### src/common/adc_mux_pkg.sv
// constants and types shared by the converter control ends
// Summary of operation
// select-and-convert clears flag, starts conversion
// conversion end sets the flag
// read-buffer: left-justified result, flag cleared
// flag-test skips when set; flag requests interrupt
// result word length six to eleven bits
// signed left-justified two's complement result
// zero volts 1000, minus ten 0111
// conversion time from length and accuracy
// six-bit channel select register, channels 0-63
// channel-select loads accumulator low six bits
// channel-index increments, top channel wraps
// only select-and-convert starts a conversion; here a rising edge on the convert pin also starts one
// sequential mode advances one, wraps to zero
// scan wraps early at last used channel
// individual mode connects addressed channel directly
// channel count multiple of four, max 64
// convert waits multiplexer settling after clear/index
// readin follows clear by one microsecond
// address inputs settled before clear
// address lines released before index pulse
// address lines: low level means asserted
// result buffer holds until next conversion
package adc_mux_pkg;
   localparam int IOT_W     = 18;
   localparam int ACC_W     = 18;
   localparam int CHAN_W    = 6;
   localparam int RES_W     = 11;
   localparam int WLEN_W    = 4;
   localparam int ACCSEL_W  = 2;
   localparam int CNT_W     = 16;
   localparam int WLEN_MIN  = 6;
   localparam int WLEN_MAX  = 11;
   localparam int MAX_CHANS = 64;
   localparam int CHAN_LSB  = 0;
   // instruction codes, octal 701304 701312 701301 701103 701201
   localparam logic [IOT_W-1:0] IOT_SEL_CONVERT = 18'h382C4;
   localparam logic [IOT_W-1:0] IOT_READ_BUF    = 18'h382CA;
   localparam logic [IOT_W-1:0] IOT_FLAG_TEST   = 18'h382C1;
   localparam logic [IOT_W-1:0] IOT_CHAN_SELECT = 18'h38243;
   localparam logic [IOT_W-1:0] IOT_CHAN_INDEX  = 18'h38281;
   // conversion time in microseconds, rows 0.8 0.2 0.1 0.05 percent
   localparam int CONV_US [4][6] = '{'{6, 7, 8, 9, 10, 11},
                                     '{10, 13, 14, 15, 17, 19},
                                     '{16, 19, 22, 24, 27, 29},
                                     '{25, 29, 33, 37, 41, 45}};
   localparam int CLK_PERIOD_NS   = 10;
   localparam int US_NS           = 1000;
   localparam int MUX_SETTLE_NS   = 2300;
   localparam int READIN_DELAY_NS = 1000;
   localparam int ADDR_SETUP_NS   = 1000;
   localparam int ADDR_RELEASE_NS = 2000;
   localparam int PIN_PULSE_NS    = 100;
   localparam int CONV_PULSE_NS   = 300;
   localparam int MUX_SETTLE_CYC   = (MUX_SETTLE_NS + CLK_PERIOD_NS - 1) / CLK_PERIOD_NS;
   localparam int READIN_DELAY_CYC = (READIN_DELAY_NS + CLK_PERIOD_NS - 1) / CLK_PERIOD_NS;
   localparam int ADDR_SETUP_CYC   = (ADDR_SETUP_NS + CLK_PERIOD_NS - 1) / CLK_PERIOD_NS;
   localparam int ADDR_RELEASE_CYC = (ADDR_RELEASE_NS + CLK_PERIOD_NS - 1) / CLK_PERIOD_NS;
   localparam int PIN_PULSE_CYC    = (PIN_PULSE_NS + CLK_PERIOD_NS - 1) / CLK_PERIOD_NS;
   localparam int CONV_PULSE_CYC   = (CONV_PULSE_NS + CLK_PERIOD_NS - 1) / CLK_PERIOD_NS;
   typedef enum logic [2:0] {
      OP_SELECT, OP_INDEX, OP_CONVERT, OP_READ, OP_TEST,
      OP_PIN_LOAD, OP_PIN_INDEX, OP_PIN_CONVERT
   } host_op_e;
endpackage

### src/common/adc_mux_if.sv
// processor transfer bus and external address pins between the two ends
`timescale 1ns/10ps
`default_nettype none
interface adc_mux_if (
   input wire logic clk,
   input wire logic srst
);
   logic                            iotStrobe;
   logic [adc_mux_pkg::IOT_W-1:0]  iotCode;
   logic [adc_mux_pkg::ACC_W-1:0]  accToDev;
   logic [adc_mux_pkg::ACC_W-1:0]  accFromDev;
   logic                            accValid;
   logic                            skipReq;
   logic                            intReq;
   logic [adc_mux_pkg::CHAN_W-1:0] addrLineN;
   logic                            pinClear;
   logic                            pinReadin;
   logic                            pinIndex;
   logic                            pinConvert;
   modport host (
      input  clk, srst, accFromDev, accValid, skipReq, intReq,
      output iotStrobe, iotCode, accToDev, addrLineN,
      output pinClear, pinReadin, pinIndex, pinConvert
   );
   modport device (
      input  clk, srst, iotStrobe, iotCode, accToDev, addrLineN,
      input  pinClear, pinReadin, pinIndex, pinConvert,
      output accFromDev, accValid, skipReq, intReq
   );
endinterface
`default_nettype wire

### src/design/adc_conv_timer.sv
// conversion duration counter
`timescale 1ns/10ps
`default_nettype none
module adc_conv_timer #(
   parameter int CONV_SCALE_NS = adc_mux_pkg::US_NS
) (
   // clock and reset
   input  wire logic                            clk,
   input  wire logic                            srst,
   // control
   input  wire logic                            start,
   input  wire logic [adc_mux_pkg::WLEN_W-1:0]  wordLen,
   input  wire logic [adc_mux_pkg::ACCSEL_W-1:0] accuracy,
   // status
   output logic                                 busy,
   output logic                                 done
);
   import adc_mux_pkg::*;
   int                convCycles;
   logic [CNT_W-1:0]  loadVal;
   logic [CNT_W-1:0]  cnt_ff;
   logic              busy_ff;
   logic              done_ff;

   always_comb begin
      convCycles = CONV_US[accuracy][int'(wordLen) - WLEN_MIN] * CONV_SCALE_NS / CLK_PERIOD_NS;
      if (convCycles < 1) begin
         convCycles = 1;
      end
   end
   assign loadVal = CNT_W'(convCycles - 1);

   always_ff @(posedge clk) begin
      if (srst) begin
         cnt_ff  <= '0;
         busy_ff <= 1'b0;
         done_ff <= 1'b0;
      end else begin
         done_ff <= busy_ff && !start && cnt_ff == '0;
         if (start) begin
            cnt_ff  <= loadVal;
            busy_ff <= 1'b1;
         end else if (busy_ff) begin
            cnt_ff  <= cnt_ff - CNT_W'(1);
            busy_ff <= cnt_ff != '0;
         end
      end
   end
   assign busy = busy_ff;
   assign done = done_ff;
endmodule
`default_nettype wire

### src/design/adc_mux_device.sv
// converter and multiplexer control, device end
`timescale 1ns/10ps
`default_nettype none
module adc_mux_device #(
   parameter int CHANNELS      = adc_mux_pkg::MAX_CHANS,
   parameter int CONV_SCALE_NS = adc_mux_pkg::US_NS
) (
   // processor side
   adc_mux_if.device                              bus,
   // front panel switches
   input  wire logic [adc_mux_pkg::WLEN_W-1:0]    panelWordLen,
   input  wire logic [adc_mux_pkg::ACCSEL_W-1:0]  panelAccuracy,
   input  wire logic [adc_mux_pkg::CHAN_W-1:0]    panelScanLast,
   // converter core
   input  wire logic [adc_mux_pkg::RES_W-1:0]     sampleLevel,
   // status
   output logic [adc_mux_pkg::CHAN_W-1:0]         muxChannel,
   output logic                                   convBusy,
   output logic                                   convFlag,
   output logic [adc_mux_pkg::RES_W-1:0]          resultBuf
);
   import adc_mux_pkg::*;

   localparam int PANEL_W = WLEN_W + ACCSEL_W + CHAN_W;
   localparam logic [CHAN_W-1:0] CHAN_TOP = CHAN_W'(CHANNELS - 1);
   localparam logic [WLEN_W-1:0] WL_MIN   = WLEN_W'(WLEN_MIN);
   localparam logic [WLEN_W-1:0] WL_MAX   = WLEN_W'(WLEN_MAX);

   logic                  clk;
   logic                  srst;
   logic [PANEL_W-1:0]    panelPins;
   logic [PANEL_W-1:0]    panelS1_ff;
   logic [PANEL_W-1:0]    panelS2_ff;
   logic [PANEL_W-1:0]    panelS3_ff;
   logic [PANEL_W-1:0]    panel_ff;
   logic [WLEN_W-1:0]     wlRaw;
   logic [ACCSEL_W-1:0]   accSel;
   logic [CHAN_W-1:0]     scanLast;
   logic [WLEN_W-1:0]     wlClamped;

   assign clk  = bus.clk;
   assign srst = bus.srst;

   //////////////////////////////////////////////////////////////////////////
   // front panel synchronisers
   assign panelPins = {panelWordLen, panelAccuracy, panelScanLast};

   genvar gi;
   generate
      for (gi = 0; gi < PANEL_W; gi++) begin : g_sync
         always_ff @(posedge clk) begin
            if (srst) begin
               panelS1_ff[gi] <= 1'b0;
               panelS2_ff[gi] <= 1'b0;
               panelS3_ff[gi] <= 1'b0;
               panel_ff[gi]   <= 1'b0;
            end else begin
               panelS1_ff[gi] <= panelPins[gi];
               panelS2_ff[gi] <= panelS1_ff[gi];
               panelS3_ff[gi] <= panelS2_ff[gi];
               if (panelS2_ff[gi] == panelS3_ff[gi]) begin
                  panel_ff[gi] <= panelS3_ff[gi];
               end
            end
         end
      end
   endgenerate

   assign wlRaw    = panel_ff[PANEL_W-1 -: WLEN_W];
   assign accSel   = panel_ff[CHAN_W +: ACCSEL_W];
   assign scanLast = panel_ff[CHAN_W-1:0];
   // word length limited to six through eleven
   assign wlClamped = (wlRaw < WL_MIN) ? WL_MIN :
                      (wlRaw > WL_MAX) ? WL_MAX : wlRaw;

   //////////////////////////////////////////////////////////////////////////
   // instruction decode and pin edges
   logic cmdSelConv;
   logic cmdRead;
   logic cmdTest;
   logic cmdChanSel;
   logic cmdChanIdx;
   logic clearPrev_ff;
   logic readinPrev_ff;
   logic indexPrev_ff;
   logic convPrev_ff;
   logic clearRise;
   logic readinRise;
   logic indexRise;
   logic convRise;

   assign cmdSelConv = bus.iotStrobe && bus.iotCode == IOT_SEL_CONVERT;
   assign cmdRead    = bus.iotStrobe && bus.iotCode == IOT_READ_BUF;
   assign cmdTest    = bus.iotStrobe && bus.iotCode == IOT_FLAG_TEST;
   assign cmdChanSel = bus.iotStrobe && bus.iotCode == IOT_CHAN_SELECT;
   assign cmdChanIdx = bus.iotStrobe && bus.iotCode == IOT_CHAN_INDEX;

   assign clearRise  = bus.pinClear && !clearPrev_ff;
   assign readinRise = bus.pinReadin && !readinPrev_ff;
   assign indexRise  = bus.pinIndex && !indexPrev_ff;
   assign convRise   = bus.pinConvert && !convPrev_ff;

   always_ff @(posedge clk) begin
      if (srst) begin
         clearPrev_ff  <= 1'b0;
         readinPrev_ff <= 1'b0;
         indexPrev_ff  <= 1'b0;
         convPrev_ff   <= 1'b0;
      end else begin
         clearPrev_ff  <= bus.pinClear;
         readinPrev_ff <= bus.pinReadin;
         indexPrev_ff  <= bus.pinIndex;
         convPrev_ff   <= bus.pinConvert;
      end
   end

   //////////////////////////////////////////////////////////////////////////
   // channel select register
   logic [CHAN_W-1:0] chan_ff;
   logic [CHAN_W-1:0] nxt_chan;
   logic [CHAN_W-1:0] chanIndexed;
   logic [CHAN_W-1:0] addrAsserted;
   logic [CHAN_W-1:0] chanCleared;
   logic              scanWrap;

   // low level on an address line means asserted
   assign addrAsserted = ~bus.addrLineN;
   assign scanWrap     = chan_ff >= scanLast || chan_ff == CHAN_TOP;
   assign chanIndexed  = scanWrap ? '0 : chan_ff + CHAN_W'(1);
   assign chanCleared  = clearRise ? '0 : chan_ff;

   always_comb begin
      nxt_chan = chan_ff;
      if (cmdChanSel) begin
         nxt_chan = bus.accToDev[CHAN_LSB +: CHAN_W];
      end else if (cmdChanIdx || indexRise) begin
         nxt_chan = chanIndexed;
      end else if (readinRise) begin
         nxt_chan = chanCleared | addrAsserted;
      end else if (clearRise) begin
         nxt_chan = '0;
      end
   end

   always_ff @(posedge clk) begin
      if (srst) begin
         chan_ff <= '0;
      end else begin
         chan_ff <= nxt_chan;
      end
   end

   //////////////////////////////////////////////////////////////////////////
   // conversion and completion flag
   logic                convStart;
   logic                convDone;
   logic [WLEN_W-1:0]   wlHeld_ff;
   logic [RES_W-1:0]    codeOffset;
   logic [RES_W-1:0]    codeMask;
   logic [RES_W-1:0]    result_ff;
   logic                flag_ff;
   logic                nxt_flag;

   // channel loads never start a conversion
   assign convStart = cmdSelConv || convRise;

   adc_conv_timer #(
      .CONV_SCALE_NS (CONV_SCALE_NS)
   ) u_timer (
      .clk      (clk),
      .srst     (srst),
      .start    (convStart),
      .wordLen  (wlClamped),
      .accuracy (accSel),
      .busy     (convBusy),
      .done     (convDone)
   );

   // msb inverted: 0 V gives 1000..., -5 V 0000..., -10 V 0111...
   assign codeOffset = {~sampleLevel[RES_W-1], sampleLevel[RES_W-2:0]};
   assign codeMask   = ~({RES_W{1'b1}} >> wlHeld_ff);

   // completion wins over a clear in the same cycle
   always_comb begin
      nxt_flag = flag_ff;
      if (convDone) begin
         nxt_flag = 1'b1;
      end else if (cmdSelConv || cmdRead) begin
         nxt_flag = 1'b0;
      end
   end

   always_ff @(posedge clk) begin
      if (srst) begin
         wlHeld_ff <= WL_MIN;
         result_ff <= '0;
         flag_ff   <= 1'b0;
      end else begin
         flag_ff <= nxt_flag;
         if (convStart) begin
            wlHeld_ff <= wlClamped;
         end
         if (convDone) begin
            result_ff <= codeOffset & codeMask;
         end
      end
   end

   //////////////////////////////////////////////////////////////////////////
   // answers to the processor
   logic [ACC_W-1:0] accOut_ff;
   logic             accValid_ff;
   logic             skip_ff;

   always_ff @(posedge clk) begin
      if (srst) begin
         accOut_ff   <= '0;
         accValid_ff <= 1'b0;
         skip_ff     <= 1'b0;
      end else begin
         accValid_ff <= cmdRead;
         skip_ff     <= cmdTest && flag_ff;
         if (cmdRead) begin
            accOut_ff <= {result_ff, {(ACC_W-RES_W){1'b0}}};
         end
      end
   end

   assign bus.accFromDev = accOut_ff;
   assign bus.accValid   = accValid_ff;
   assign bus.skipReq    = skip_ff;
   assign bus.intReq     = flag_ff;
   assign muxChannel     = chan_ff;
   assign convFlag       = flag_ff;
   assign resultBuf      = result_ff;
endmodule
`default_nettype wire

### src/flat_wrapper.sv
// flat-port wrapper written by rule: the top's interface ports become plain ports
module adc_mux_device_flat import adc_mux_pkg::*;
#(
   parameter int CHANNELS      = adc_mux_pkg::MAX_CHANS,
   parameter int CONV_SCALE_NS = adc_mux_pkg::US_NS
)
  (panelWordLen, panelAccuracy, panelScanLast, sampleLevel, muxChannel, convBusy, convFlag, resultBuf, clk, srst, bus_iotStrobe, bus_iotCode, bus_accToDev, bus_addrLineN, bus_pinClear, bus_pinReadin, bus_pinIndex, bus_pinConvert, bus_accFromDev, bus_accValid, bus_skipReq, bus_intReq);
  adc_mux_if bus_i (.clk(clk), .srst(srst));
  input  wire logic [adc_mux_pkg::WLEN_W-1:0] panelWordLen;
  input  wire logic [adc_mux_pkg::ACCSEL_W-1:0] panelAccuracy;
  input  wire logic [adc_mux_pkg::CHAN_W-1:0] panelScanLast;
  input  wire logic [adc_mux_pkg::RES_W-1:0] sampleLevel;
  output logic [adc_mux_pkg::CHAN_W-1:0] muxChannel;
  output logic convBusy;
  output logic convFlag;
  output logic [adc_mux_pkg::RES_W-1:0] resultBuf;
  input wire logic clk;
  input wire logic srst;
  input wire logic [$bits(bus_i.iotStrobe)-1:0] bus_iotStrobe;
  input wire logic [$bits(bus_i.iotCode)-1:0] bus_iotCode;
  input wire logic [$bits(bus_i.accToDev)-1:0] bus_accToDev;
  input wire logic [$bits(bus_i.addrLineN)-1:0] bus_addrLineN;
  input wire logic [$bits(bus_i.pinClear)-1:0] bus_pinClear;
  input wire logic [$bits(bus_i.pinReadin)-1:0] bus_pinReadin;
  input wire logic [$bits(bus_i.pinIndex)-1:0] bus_pinIndex;
  input wire logic [$bits(bus_i.pinConvert)-1:0] bus_pinConvert;
  output wire logic [$bits(bus_i.accFromDev)-1:0] bus_accFromDev;
  output wire logic [$bits(bus_i.accValid)-1:0] bus_accValid;
  output wire logic [$bits(bus_i.skipReq)-1:0] bus_skipReq;
  output wire logic [$bits(bus_i.intReq)-1:0] bus_intReq;
  assign bus_i.iotStrobe = bus_iotStrobe;
  assign bus_i.iotCode = bus_iotCode;
  assign bus_i.accToDev = bus_accToDev;
  assign bus_i.addrLineN = bus_addrLineN;
  assign bus_i.pinClear = bus_pinClear;
  assign bus_i.pinReadin = bus_pinReadin;
  assign bus_i.pinIndex = bus_pinIndex;
  assign bus_i.pinConvert = bus_pinConvert;
  assign bus_accFromDev = bus_i.accFromDev;
  assign bus_accValid = bus_i.accValid;
  assign bus_skipReq = bus_i.skipReq;
  assign bus_intReq = bus_i.intReq;
  adc_mux_device #(.CHANNELS(CHANNELS), .CONV_SCALE_NS(CONV_SCALE_NS)) u_core (.bus(bus_i), .panelWordLen(panelWordLen), .panelAccuracy(panelAccuracy), .panelScanLast(panelScanLast), .sampleLevel(sampleLevel), .muxChannel(muxChannel), .convBusy(convBusy), .convFlag(convFlag), .resultBuf(resultBuf));
endmodule
### config.mk
export PLATFORM = sky130hd
export DESIGN_NAME = adc_mux_device_flat
export DESIGN_NICKNAME = d
export VERILOG_FILES = /design/src/common/adc_mux_pkg.sv /design/src/common/adc_mux_if.sv /design/src/design/adc_conv_timer.sv /design/src/design/adc_mux_device.sv /design/src/flat_wrapper.sv
export SDC_FILE = /design/constraint.sdc
export NUM_CORES = 1
export LEC_CHECK = 0
export BUFFER_PORTS_ARGS = -buffer_cell sky130_fd_sc_hd__buf_2
export CORE_MARGIN = 2
export CORE_UTILIZATION = 36
export DETAILED_ROUTE_END_ITERATION = 7
export SETUP_SLACK_MARGIN = 0.4
export SLEW_MARGIN = 20
export SYNTH_ARGS = -nofsm -noshare
export SYNTH_HDL_FRONTEND = slang
export SYNTH_SLANG_ARGS = --single-unit
### constraint.sdc
create_clock -name clk -period 12.5 [get_ports clk]
set_input_delay 2.5 -clock clk [delete_from_list [all_inputs] [get_ports clk]]
set_output_delay 2.5 -clock clk [all_outputs]
set_load 0.1 [all_outputs]
Yosys cells after proc, flatten, opt, wreduce, memory -nomap -nowiden:

Index checks and enable logic that the tools add are counted.
W data, S select, Z words.

* bits in registers: 105
* input bits: 72
* output and inout port bits: 40
* logic and storage cells: 145

* add/subtract/negate cells: 4
* multiply operators: 1
* div/mod/pow operators: 1
* order comparisons: 6
* eq/ne operators: 18
* shift-type cells: 1
* mux-type cells: 20
* bitwise operators: 7
* reductions and logical operators: 25

Operator list (count)
* $bmux W192 S2: 1
* $mux W192: 2
* $bmux W32 S3: 1
* $eq A18 B18 Y1 const B: 5
* $mux W32: 2
* $mux W16: 3
* $div A32 B5 Y32 const B: 1
* $ge A32 B4 Y1 const B: 1
* $lt A32 B2 Y1 const B: 1
* $mul A32 B8 Y29 const B: 1
* $not A32 Y32: 1
* $mux W6: 5
* $logic_not A16 Y1: 1
* $reduce_bool A16 Y1: 1
* $sub A16 B1 Y16 const B: 1
* $sub A16 B2 Y16 const B: 1
* $eq A1 B1 Y1: 12
* $logic_and A1 B1 Y1: 12
* $and A11 B11 Y11: 1
* $not A11 Y11: 1
* $shr A11 B4 Y11 const A: 1
* $mux W4: 2
* $add A6 B1 Y6 const B: 1
* $eq A6 B6 Y1 const B: 1
* 13 further kinds: 24

Longest topological paths before layout:

Gate-level depths: netlist of the first run.

* depth after elaboration: 14
* gate-level depth with buffers: 53
* depth with buffers taken out: 46

Cells and area by module:

Synthesis of the first run repeated with hierarchy kept, for this count alone.

* cell total of the unflattened synthesis: 1650
* area, all modules: 12524.5 µm²

By module, submodules not included
* adc_conv_timer: instances 1, cells an instance 1295, area each 9165.0 µm², seq. area each 360.3 µm²
* adc_mux_device: instances 1, cells an instance 355, area each 3359.5 µm², seq. area each 1741.7 µm²

Worst setup path after synthesis of the first run:

OpenSTA, ideal clock, no wires.

* path kind: reg2reg
* start point: register u_core.panel_ff[7] (netlist: u_core.accSel[1])
* end point: register u_core.u_timer.cnt_ff[10]
* library setup time: 61 ps
* arrival: 10713 ps
* data required time: 12439 ps
* setup slack: 1726 ps
* stages on the path, launching flop included: 49
* path buffers: 2
* clock period less this slack: 10774 ps
* cells stage by stage: dfxtp_1 > clkbuf_1 > inv_1 > ha_1 > nand2_1 > o221ai_1 > inv_1 > fa_1 > inv_1 > ha_1 > inv_1 > fa_1 > inv_1 > fa_1 > ha_1 > a211oi_2 > o21ai_2 > xor2_2 > [... 13 more ...] > clkbuf_1 > a41oi_1 > and2_1 > a21o_1 > inv_1 > ha_1 > inv_1 > nor4b_1 > nand3_1 > o31a_1 > a41o_1 > o2111ai_1 > inv_1 > ha_1 > nand4b_1 > nor3_2 > a2111oi_0 > a311o_1

* longest elaborated chain between the ends: 13

RTL lines
* start: declaration: line adc_mux_device.sv:35 `logic [PANEL_W-1:0] panel_ff;`
* start signal: indexed assignment: line adc_mux_device.sv:62 `panel_ff[gi] <= panelS3_ff[gi];`
* $not A2 Y3 (implied by the code) *: line adc_conv_timer.sv:26 `convCycles = CONV_US[accuracy][int'(wordLen) - WLEN_MIN] * CONV_SCALE_NS / CLK_PERIOD_NS;`
* $bmux W192 S2 *: line adc_conv_timer.sv:26
* $mux W192 (implied by the code) * (2 in series): line adc_conv_timer.sv:26
* $bmux W32 S3 *: line adc_conv_timer.sv:26
* $mux W32 (implied by the code) * (2 in series): line adc_conv_timer.sv:26
* $mul A32 B8 Y29 *: line adc_conv_timer.sv:26
* $div A32 B5 Y32 *: line adc_conv_timer.sv:26
* $lt A32 B2 Y1: line adc_conv_timer.sv:27 `if (convCycles < 1) begin`
* $mux W16 *: line adc_conv_timer.sv:27
* $sub A16 B2 Y16 *: line adc_conv_timer.sv:31 `assign loadVal = CNT_W'(convCycles - 1);`
* $mux W16 *: line adc_conv_timer.sv:40 `if (start) begin`
* end signal: assignment: line adc_conv_timer.sv:41 `cnt_ff <= loadVal;`
* end signal: assignment: line adc_conv_timer.sv:44 `cnt_ff <= cnt_ff - CNT_W'(1);`
* end: declaration: line adc_conv_timer.sv:21 `logic [CNT_W-1:0] cnt_ff;`

Every way passes the cells marked *; elsewhere a longest branch is shown, timed or not. The select of a mux whose other input is x is not followed.
A chain may end at the register's enable or synchronous reset.

Worst setup path in the final report of the first run:

* start point: register u_core.panel_ff[10]
* end point: register u_core.u_timer.cnt_ff[10]

* longest elaborated chain between the ends: 14
* elaborated cells on any way between the ends: 15
* classes of those cells: add/sub (2); mul (1); div (1); order compare (3); mux (7); bitwise (1)

RTL lines
* $gt A4 B4 Y1: line adc_mux_device.sv:74 `(wlRaw > WL_MAX) ? WL_MAX : wlRaw;`
* $mux W4: line adc_mux_device.sv:74
* $mux W4 *: line adc_mux_device.sv:73 `assign wlClamped = (wlRaw < WL_MIN) ? WL_MIN :`
* $sub A4 B3 Y5 *: line adc_conv_timer.sv:26
* $not A32 Y32 (implied by the code) *: line adc_conv_timer.sv:26
* $bmux W32 S3 *: line adc_conv_timer.sv:26
* $mux W32 (implied by the code) * (2 in series): line adc_conv_timer.sv:26
* $mul A32 B8 Y29 *: line adc_conv_timer.sv:26
* $div A32 B5 Y32 *: line adc_conv_timer.sv:26
* $lt A32 B2 Y1: line adc_conv_timer.sv:27
* $mux W16 *: line adc_conv_timer.sv:27
* $sub A16 B2 Y16 *: line adc_conv_timer.sv:31
* $mux W16 *: line adc_conv_timer.sv:40

Marks and branches as above.

==> metrics.md, run 1 <==
| Metric | Value |
|---|---|
| Hold Path Sink | `u_core.panelS2_ff[5]` |
| Clk sinks | `105` |
| Switching share of power | `~38%` |
| Placeable core area | `22,600 um^2` |
| Top Family by Delay on Critical Path | `compound AO/OA/AOI/OAI gates` |
| Critical Path RT | `~13 ns` |
| IO Pins | `112` |
| Fin util | `between 40% and 50%` |
| Final hold vios | `0` |
| VDD IR max | `about 0.068 mV` |
| Gr usage total | `16.4%` |
| Cell area after synthesis | `8290 um^2` |
| Clock power frac | `between 20% and 30%` |
| Final Power | `between 1 and 1.5 mW` |
| Die Footprint | `24,300 um^2` |
| Hold Crit Class | `flop to flop` |
| Synth area leader | `dfxtp_1` |
| Critical path class | `flop to flop` |
| CP peak stage delay | `0.57 ns` |
| Hold path cells | `1` |
| Flops & latches, synth | `roughly 110` |
| Row Count | `55` |
| Port Buffers | `just over 90` |
| Clock buffer depth | `2` |
| Post-synth top area share | `between 20% and 30%` |
| Detailed Route Iter0 Violations | `approximately 530` |
| RSZ-0062 raised after global routing | `false` |
| Area Overhead vs Synth | `14.7%` |
| Chip Width | `between 150 and 200 um` |
| FMAX | `88.5 MHz` |
| Worst relative slew slack | `a little over two fifths` |
| Critical Path AT | `11.59 ns` |
| Comb power frac | `43.7%` |
| Most common cell in the netlist | `dfxtp_1` |
| Number of global-route vias before repair | `around 7,000` |
| Outcome | `complete, no violations` |
| Max-Cap Viols | `0` |
| CP max-delay cell | `fa_1` |
| Internal power of the cells | `between 0.6 and 0.7 mW` |
| Avg Inst Size Synth | `8.07 um^2` |
| Post-synth EDFFs | `0` |
| Ys async rst share | `0%` |
| Endpoints failing setup | `0` |
| R2R setup slack | `about 1.2 ns` |
| Ys Warns | `0` |
| Worst-Skew Late Latency | `0.35 ns` |
| Worst R2R Start | `u_core.panel_ff[10]` |
| Least-Margin Pin Slew | `0.840 ns` |
| Via Count | `a little under 8,000` |
| Clock root buffer | `clkbuf_16` |
| CP Buf/Inv Count | `7` |
| Tmin final | `11.30 ns` |
| Total Wirelength | `20.3 mm` |
| Synth top area cells | `dfxtp_1 (25%), ha_1 (8.0%), nor2_1 (4.6%)` |
| Ys flop type | `dfxtp_1` |
| R2r endpoint | `u_core.u_timer.cnt_ff[10]` |
| Fin crit share | `about 90%` |
| Power Density | `118 nW/um^2` |
| P_leak | `approximately 3.9 nW` |
| Max-slew violation count | `0` |
| Number of nets in the layout | `1,255` |
| RePlAce Congestion | `0.892` |
| Syn Inst Count | `1,027` |
| Yosys cell types | `110` |
| Crit-path most repeated cell | `inv_1` |
| DR vias/cell | `5.63` |
| DR pass1 iterations | `5` |
| Wire per inst | `between 10 and 15 um` |
| Hpwl dp | `roughly 15 mm` |
| DRC | `0` |
| Total net switching power | `0.421 mW` |
| Hold_sp | `u_core.panelS1_ff[5]` |
| Largest net degree at the start of global routing | `73` |
| Initial antenna violation count | `0` |
| Cell depth of the worst flop-to-flop path | `46` |
| Critical path peak fanout | `12` |
| Sequential share of power | `between 30% and 40%` |
| H-tree depth | `3` |
| Sequential share of the synthesized area | `25.4%` |
| Setup crit start kind | `flop` |
| Grt total ovfl | `0` |
| Initial Util | `36.6%` |
| Synth cell count leaders | `dfxtp_1 (105), nor2_1 (102), a21oi_1 (70)` |
| CTS clk-pin slew, worst paths | `0.07 ns` |
| Setup tns final | `0 ns` |
| CTS tree | `built` |
| Ant diodes | `0` |
| Crit end category | `flop` |
| Die height | `between 150 and 200 um` |
| First-pass GRT wire length | `33.9 mm` |
| Num CTS Buffers | `9` |
| Share of cells above drive strength 1 | `19.3%` |
| Clock skew | `0.0102 ns` |
| ANT nets after route | `0` |
[state kept, by name (all words and copies together) (netlist names), 2 cells and up]
| signal | flops |
|---|---|
| u_core.panelS3_ff | 12 |
| u_core.panelS2_ff | 12 |
| u_core.resultBuf | 11 |
| u_core.muxChannel | 6 |
| u_core.wlHeld_ff | 4 |
| u_core.panel_ff | 10 |
| u_core.bus.accFromDev | 11 |
| u_core.panelS1_ff | 12 |
| u_core.u_timer.cnt_ff | 16 |
| u_core.accSel | 2 |
[kinds of logic (layout without fill, tap and decap cells)]
logic type      Yosys count  count (layout)  synth area share, %
fa+ha+maj                68              68                 11.4
simple gates            378             378                 24.6
other cells               1               7               0.0452
buf+inv                 113             202                 5.79
compound gates          305             305                 26.3
mux                      20              20                 2.47
flops                   105             105                 25.4
xor+xnor                 37              37                 4.09
[worst max-delay path by stage]
stage                                           end  depth (start not counted)           startpoint
after floorplan           u_core.u_timer.cnt_ff[10]                         48     u_core.accSel[1]
after global placement    u_core.u_timer.cnt_ff[12]                         47  u_core.panel_ff[10]
after detailed placement  u_core.u_timer.cnt_ff[12]                         47  u_core.panel_ff[10]
after CTS                 u_core.u_timer.cnt_ff[12]                         45  u_core.panel_ff[10]
after global routing      u_core.u_timer.cnt_ff[10]                         46  u_core.panel_ff[10]
final                     u_core.u_timer.cnt_ff[10]                         46  u_core.panel_ff[10]
[through the flow]
step                hold slack [ns]  cell area [um^2]  instances  setup WS, ns
CTS                           0.440              9430       1405         0.789
global route                  0.459              9510       1407         0.428
finish                        0.441              9510       1407          1.20
global placement              0.416              9150       1389         0.868
detailed placement            0.427              9150       1389         0.849
floorplan                     0.414              8310       1033          1.73
[area by class of cell]
| class | instances | area (um^2) |
|---|---|---|
| repair buffers | 134 | 778 |
| clock buffers | 10 | 229 |
| fillers | 2304 | 13100 |
| well taps | 285 | 357 |
| clock inverters | 6 | 50.0 |
| inverters | 52 | 195 |
| flip-flops and latches | 105 | 2110 |
| multi-input cells | 815 | 5800 |
[per-layer routing]
metal	vias up	routed length, um	global-route usage, %
li1	3959	-	-
met3	17	1010	2.17
met4	0	183	3.67
met5	-	0	0
met2	223	9260	27.0
met1	3720	9870	23.0
[layout by cell type (no fill, tap or decap), types with 6 or more instances in the layout]
cell type and instances:
buf_4 43, o211ai_1 17, buf_2 91, nor3_1 31, a211oi_1 18, o21a_1 9, o221ai_1 7, fa_1 13
o21ai_0 46, nor4b_1 6, nand4_1 7, o21ai_1 10, xor2_1 17, a21o_1 8, o22ai_1 9, ha_1 53
a21oi_1 69, dfxtp_1 102, o31ai_1 7, xnor2_1 18, nor2_1 101, inv_1 51, nand2_1 63, nor2b_1 41
and2_1 7, and3_1 16, conb_1 7, a31oi_1 9, nor4_1 12, o21ai_2 6, clkbuf_16 9, nand3_1 31
nand2b_1 8, mux2i_1 19
[power by group through the flow]
stage,logic [mW],clock network [mW],registers [mW]
after floorplan,0.351,0,0.380
after global placement,0.480,0,0.372
after detailed placement,0.481,0,0.373
after CTS,0.484,0.274,0.365
after global routing,0.545,0.285,0.367
final,0.489,0.264,0.365
[timing repair]
| item | CTS | global route |
|---|---|---|
| hold buffers | 0 | 0 |
| buffers inserted | 0 | 2 |
| setup endpoints to repair | 0 | 7 |
| gates resized for setup | 0 | 19 |
No activity file was read; power rests on OpenSTA's default activity.
==> run 2, diff against run 1 <==
CORE_MARGIN = default   (was 2)
clock period = 9.3 ns   (was 12.5 ns; I/O delays follow)
==> run 2 against run 1 <==
Net effect:
- critical path type unchanged
- maximum frequency rose by 8.9%
- sequential share of layout area shrank 4.4 points
- total power rose by 69%
- critical endpoint unchanged
- clock skew down 0.0032 ns
- final cell count is 14% higher
- the run now ends with negative setup slack left
- routed wire length up 15%
- count of clock-buffer cells in the layout decreased by 1
- hold slack worse by 0.0020 ns
==> metrics.md, run 2 (synthesized netlist as in run 1, its figures left out) <==
| Metric | Value |
|---|---|
| Num CTS Buffers | `9 (unchanged)` |
| Crit end category | `flop` |
| Failing checks | `negative setup slack` |
| Number of nets in the layout | `1,457 (+16%)` |
| Largest net degree at the start of global routing | `63 (-14%)` |
| Share of cells above drive strength 1 | `39.4% (+20 points)` |
| VDD IR max | `0.117 mV (+72%)` |
| Critical path peak fanout | `6 (-6)` |
| Endpoints failing setup | `13 (+13)` |
| Max-Cap Viols | `0 (unchanged)` |
| Hold Crit Class | `flop to flop` |
| DR vias/cell | `5.36 (-4.8%)` |
| Fin crit share | `112% (+21 points)` |
| CTS tree | `built` |
| Top Family by Delay on Critical Path | `compound AO/OA/AOI/OAI gates` |
| Pre-CTS setup slack | `-1.23 ns (-2.08 ns)` |
| Hpwl dp | `17.4 mm (+12%)` |
| Tmin final | `10.38 ns (-0.925 ns)` |
| Internal power of the cells | `1.17 mW (+68%)` |
| P_leak | `5.08 nW (+30%)` |
| Number of global-route vias before repair | `8,153 (+15%)` |
| Sequential share of power | `26.0% (-6.6 points)` |
| Clk sinks | `105 (unchanged)` |
| Outcome | `complete, but fails checks` |
| Final hold slack | `0.439 ns (-0.00204 ns)` |
| Crit-path most repeated cell | `buf_4` |
| Hold-fix buffers, CTS | `0 (unchanged)` |
| First-pass GRT wire length | `38.7 mm (+14%)` |
| Most common cell after layout, fill and taps aside | `buf_4` |
| Critical Path RT | `9.59 ns (-3.19 ns)` |
| Switching share of power | `37.8% (+0.18 points)` |
| R2R setup slack | `-1.08 ns (-2.28 ns)` |
| FMAX | `96.4 MHz (+8.9%)` |
| Grt total ovfl | `0 (unchanged)` |
| Worst relative slew slack | `53.6% (+10 points)` |
| Die height | `154 um (-1.3%)` |
| Register with the most flip-flops | `u_core.u_timer.cnt_ff` |
| Placeable core area | `22,600 um^2 (unchanged)` |
| Clock root buffer | `clkbuf_16` |
| Initial Util | `36.6% (unchanged)` |
| RSZ-0062 raised after global routing | `true` |
| Least-Margin Pin Slew | `0.694 ns (-0.146 ns)` |
| Area Overhead vs Synth | `43.4%` |
| Chip Width | `154 um (-1.3%)` |
| Setup crit start kind | `flop` |
| Detailed Route Iter0 Violations | `410 (-22%)` |
| Port Buffers | `92 (unchanged)` |
| DRC | `0 (unchanged)` |
| Final worst slack | `-1.08 ns (-2.28 ns)` |
| Die Footprint | `23,600 um^2 (-2.6%)` |
| Commonest non-fill, non-tap cells in the layout | `buf_4 (234), dfxtp_1 (101), nor2_1 (96)` |
| Clock skew | `0.00696 ns (-0.00323 ns)` |
| Worst-Skew Late Latency | `0.35 ns (about the same)` |
| Clock power frac | `19.8% (-3.8 points)` |
| Critical Path AT | `10.67 ns (-0.92 ns)` |
| Final hold vios | `0 (unchanged)` |
| CTS clk-pin slew, worst paths | `0.08 ns (about the same)` |
| Total net switching power | `0.714 mW (+69%)` |
| CP peak stage delay | `0.52 ns (-0.05 ns)` |
| Power Density | `159 nW/um^2 (+35%)` |
| RePlAce Congestion | `0.885 (-0.86%)` |
| Wire per inst | `14.5 um (+0.72%)` |
| DR pass1 iterations | `6 (+1)` |
| Max reg flops | `16 (unchanged)` |
| Initial antenna violation count | `0 (unchanged)` |
| Comb power frac | `54.2% (+10 points)` |
| Via Count | `8,621 (+8.9%)` |
| IO Pins | `112 (unchanged)` |
| Critical path class | `flop to flop` |
| CP Buf/Inv Count | `16 (+9)` |
| Gr usage total | `19.5% (+3.1 points)` |
| CP max-delay cell | `fa_1` |
| Final cell count without fillers | `1,609 (+14%)` |
| DP Cell Count | `1,561 (+12%)` |
| ANT nets after route | `0 (unchanged)` |
| Row Count | `55 (unchanged)` |
| H-tree depth | `3 (unchanged)` |
| Ant diodes | `0 (unchanged)` |
| Total Wirelength | `23.4 mm (+15%)` |
| Max-slew violation count | `0 (unchanged)` |
| Clock buffer depth | `2 (unchanged)` |
## run 2: power by group through the flow
stage	Clock (mW)	Sequential, mW	Combinational, mW
2_1_floorplan	0	0.511	0.522
3_3_place_gp	0	0.500	0.837
3_5_place_dp	0	0.501	0.843
4_1_cts	0.385	0.490	0.916
5_1_grt	0.401	0.494	1.11
6_report	0.374	0.490	1.02
## run 2: path summary, 6_finish.rpt
check                            start                        end  cells after the start
setup / recovery   u_core.panel_ff[10]  u_core.u_timer.cnt_ff[10]                     49
hold / removal    u_core.panelS1_ff[0]       u_core.panelS2_ff[0]                      1
setup reg to reg   u_core.panel_ff[10]  u_core.u_timer.cnt_ff[10]                     49
hold reg to reg   u_core.panelS1_ff[0]       u_core.panelS2_ff[0]                      1
## run 2: cell type report
type                            count  area [um^2]
Timing Repair Buffer              336         2340
Fill cell                        2114        10700
Sequential cell                   105         2110
Inverter                           52          201
Clock inverter                      7         70.1
Tap cell                          285          357
Clock buffer                        9          225
Multi-Input combinational cell    815         6590
## run 2: metal layers
| layer | wire length (um) | vias up | GRT usage [%] |
|---|---|---|---|
| met5 | 0 | - | 0 |
| met4 | 223 | 0 | 4.71 |
| met3 | 729 | 16 | 1.86 |
| met2 | 11300 | 170 | 34.2 |
| met1 | 11200 | 4066 | 25.8 |
| li1 | - | 4369 | - |
## run 2: timing repair
item,CTS,global route
endpoints found under the setup margin,15,15
pin swaps,28,43
resized for setup,63,68
buffers inserted,17,15
## run 2: through the flow
step / instance area [um^2] / total power [mW] / util (%) / TNS (ns)
floorplan: 8630 / 1.03 / - / -3.64
detailed placement: 10700 / 1.34 / 47.3 / -9.86
finish: 11900 / 1.89 / 52.5 / -8.12
CTS: 11400 / 1.79 / 50.4 / -7.01
global placement: 10700 / 1.34 / 47.3 / -9.18
global route: 11900 / 2.01 / 52.5 / -14.38
==> run 3, diff against run 2 <==
==> constraint.sdc (replaced) <==
create_clock -name clk -period 9.3 [get_ports clk]
set_input_delay 0.93 -clock clk [delete_from_list [all_inputs] [get_ports clk]]
set_output_delay 0.93 -clock clk [all_outputs]
set_load 0.1 [all_outputs]
==> run 3 against run 2 <==
Net effect:
- the flow still finishes with violations (negative setup slack)
- count of clock-buffer cells in the layout is the same
- sequential power is essentially flat
- combinational power grew 21%
- final cell count up 0.75%
- maximum frequency grew 0.32%
- register-to-register slack better by 0.03 ns
- critical endpoint is now u_core.u_timer.cnt_ff[14]
- final area is 1.0% higher
- non-clock buffer count up 12
- total power increased by 11%
- highest routed layer unchanged
- utilization increased by 0.55 points
- first-iteration DRC count increased by 31%
- largest power group unchanged
- clock skew up 0.0023 ns
==> metrics.md, run 3 (synthesized netlist as in run 1, its figures left out) <==
| Metric | Value |
|---|---|
| Num CTS Buffers | `9 (unchanged)` |
| Total Wirelength | `24.6 mm (+5.0%)` |
| Number of global-route vias before repair | `8,281 (+1.6%)` |
| Initial antenna violation count | `0 (unchanged)` |
| CP max-delay cell | `fa_2` |
| Critical Path AT | `10.61 ns (-0.06 ns)` |
| Detailed Route Iter0 Violations | `538 (+31%)` |
| Least-Margin Pin Slew | `0.671 ns (-0.0224 ns)` |
| Grt total ovfl | `0 (unchanged)` |
| Initial Util | `36.6% (unchanged)` |
| ANT nets after route | `0 (unchanged)` |
| Max-Cap Viols | `0 (unchanged)` |
| Max reg flops | `16 (unchanged)` |
| Final Power | `2.09 mW (+11%)` |
| Hold Path Sink | `u_core.panelS2_ff[1]` |
| Largest net degree at the start of global routing | `62 (-1.6%)` |
| IO Pins | `112 (unchanged)` |
| Pre-CTS setup slack | `-1.20 ns (+0.0298 ns)` |
| Most common cell after layout, fill and taps aside | `buf_4` |
| P_leak | `5.14 nW (+1.2%)` |
| Crit end category | `flop` |
| Hold_sp | `u_core.panelS1_ff[1]` |
| CTS clk-pin slew, worst paths | `0.08 ns (about the same)` |
| Wire per inst | `15.2 um (+4.2%)` |
| Area Overhead vs Synth | `44.9%` |
| Hpwl dp | `17.8 mm (+2.5%)` |
| Clk sinks | `105 (unchanged)` |
| Number of nets in the layout | `1,469 (+0.82%)` |
| Clock power frac | `17.7% (-2.1 points)` |
| DRC | `0 (unchanged)` |
| Finished Cell Area | `12,000 um^2 (+1.0%)` |
| Hold Crit Class | `flop to flop` |
| Clock buffer depth | `2 (unchanged)` |
| Clock skew | `0.00924 ns (+0.00228 ns)` |
| R2r endpoint | `u_core.u_timer.cnt_ff[14]` |
| Crit-path most repeated cell | `inv_2` |
| Dpl cell area | `10,700 um^2 (-0.28%)` |
| Die Footprint | `23,600 um^2 (unchanged)` |
| Critical Path RT | `9.56 ns (-0.03 ns)` |
| Top Family by Delay on Critical Path | `compound AO/OA/AOI/OAI gates` |
| Via Count | `8,805 (+2.1%)` |
| Switching share of power | `37.5% (-0.32 points)` |
| Hold path cells | `1 (unchanged)` |
| Worst-Skew Late Latency | `0.34 ns (about the same)` |
| Worst relative slew slack | `55.2% (+1.7 points)` |
| RSZ-0062 raised after global routing | `true` |
| Hold-fix buffers, CTS | `0 (unchanged)` |
| CP peak stage delay | `0.56 ns (+0.04 ns)` |
| Fin util | `53.1% (+0.55 points)` |
| Total net switching power | `0.783 mW (+9.7%)` |
| Port Buffers | `92 (unchanged)` |
| Row Count | `55 (unchanged)` |
| Critical path class | `flop to flop` |
| Share of cells above drive strength 1 | `40.6% (+1.1 points)` |
| H-tree depth | `3 (unchanged)` |
| Cell depth of the worst flop-to-flop path | `43 (-12%)` |
| VDD IR max | `0.128 mV (+9.8%)` |
| Die height | `154 um (unchanged)` |
| Commonest non-fill, non-tap cells in the layout | `buf_4 (240), dfxtp_1 (100), nor2_1 (95)` |
| Gr usage total | `20.1% (+0.60 points)` |
| Comb power frac | `58.9% (+4.7 points)` |
| R2R setup slack | `-1.04 ns (+0.03 ns)` |
| FMAX | `96.7 MHz (+0.32%)` |
| Worst R2R Start | `u_core.panel_ff[9]` |
| Clock root buffer | `clkbuf_16` |
| DR pass1 iterations | `5 (-1)` |
| DR vias/cell | `5.43 (+1.4%)` |
| Chip Width | `154 um (unchanged)` |
| CTS tree | `built` |
| Endpoints failing setup | `13 (unchanged)` |
| Final hold vios | `0 (unchanged)` |
| Ant diodes | `0 (unchanged)` |
| Final worst slack | `-1.04 ns (+0.0336 ns)` |
| Max-slew violation count | `0 (unchanged)` |
| Register with the most flip-flops | `u_core.u_timer.cnt_ff` |
| Tmin final | `10.34 ns (-0.0336 ns)` |
| Internal power of the cells | `1.30 mW (+11%)` |
| Sequential share of power | `23.5% (-2.5 points)` |
| Setup crit start kind | `flop` |
| Critical path peak fanout | `7 (+1)` |
| CP Buf/Inv Count | `8 (-8)` |
| Failing checks | `negative setup slack` |
| Outcome | `complete, but fails checks` |
| Fin crit share | `111% (-0.36 points)` |
| First-pass GRT wire length | `40.0 mm (+3.3%)` |
| Power Density | `174 nW/um^2 (+9.5%)` |
| Placeable core area | `22,600 um^2 (unchanged)` |
| RePlAce Congestion | `0.943 (+6.6%)` |
## run 3: layout make-up
class                      instances  area [um^2]
inverter                          52          199
timing repair buffer             348         2450
clock buffer                       9          225
clock inverter                     7         70.1
fill                            2094        10600
sequential                       105         2110
tap                              285          357
multi-input combinational        815         6610
## run 3: worst reg2reg max path: cells and delay by family (launching register included)
family / cells / cell delay (ns)
flip-flops: 1 / 0.34
adder cells (fa/ha/maj): 6 / 2.21
AO/OA/AOI/OAI: 17 / 4.05
XOR/XNOR: 1 / 0.12
buffers and inverters: 8 / 0.82
AND/OR/NAND/NOR: 9 / 2.23
multiplexers: 2 / 0.49
## run 3: worst max path at each step
stage	endpoint	cells past startpoint	startpoint
6_report	u_core.u_timer.cnt_ff[14]	43	u_core.panel_ff[9]
3_5_place_dp	u_core.u_timer.cnt_ff[10]	45	u_core.panel_ff[10]
2_1_floorplan	u_core.u_timer.cnt_ff[10]	49	u_core.panel_ff[9]
3_3_place_gp	u_core.u_timer.cnt_ff[6]	44	u_core.panel_ff[10]
4_1_cts	u_core.u_timer.cnt_ff[14]	46	u_core.panel_ff[9]
5_1_grt	u_core.u_timer.cnt_ff[14]	46	u_core.panel_ff[9]
## run 3: routing by layer
layer  GRT usage (%)  share of wire (%)  vias up
met5               0                  0        -
met4            5.29                1.6        0
met2            34.2                 48      219
met1            27.0                 47     4155
li1                -                  -     4400
met3            2.23                3.6       31
## run 3: through the flow
stage | hold slack [ns] | cells | setup TNS [ns]
finish | 0.442 | 1621 | -9.00
global route | 0.457 | 1621 | -15.33
CTS | 0.447 | 1608 | -5.75
detailed placement | 0.428 | 1557 | -9.49
global placement | 0.418 | 1557 | -6.85
floorplan | 0.414 | 1033 | -3.64
## run 3: power by group through the flow
stage,clock network [mW],logic [mW],registers [mW]
after CTS,0.378,1.07,0.490
after floorplan,0,0.522,0.511
final,0.369,1.23,0.490
after detailed placement,0,0.855,0.501
after global routing,0.397,1.31,0.494
after global placement,0,0.854,0.500
## run 3: timing repair
action,4_1_cts,5_1_grt
cloned,0,0
resized for setup,80,67
setup buffers,35,13
endpoints found under the setup margin,15,15
pin swaps,35,39
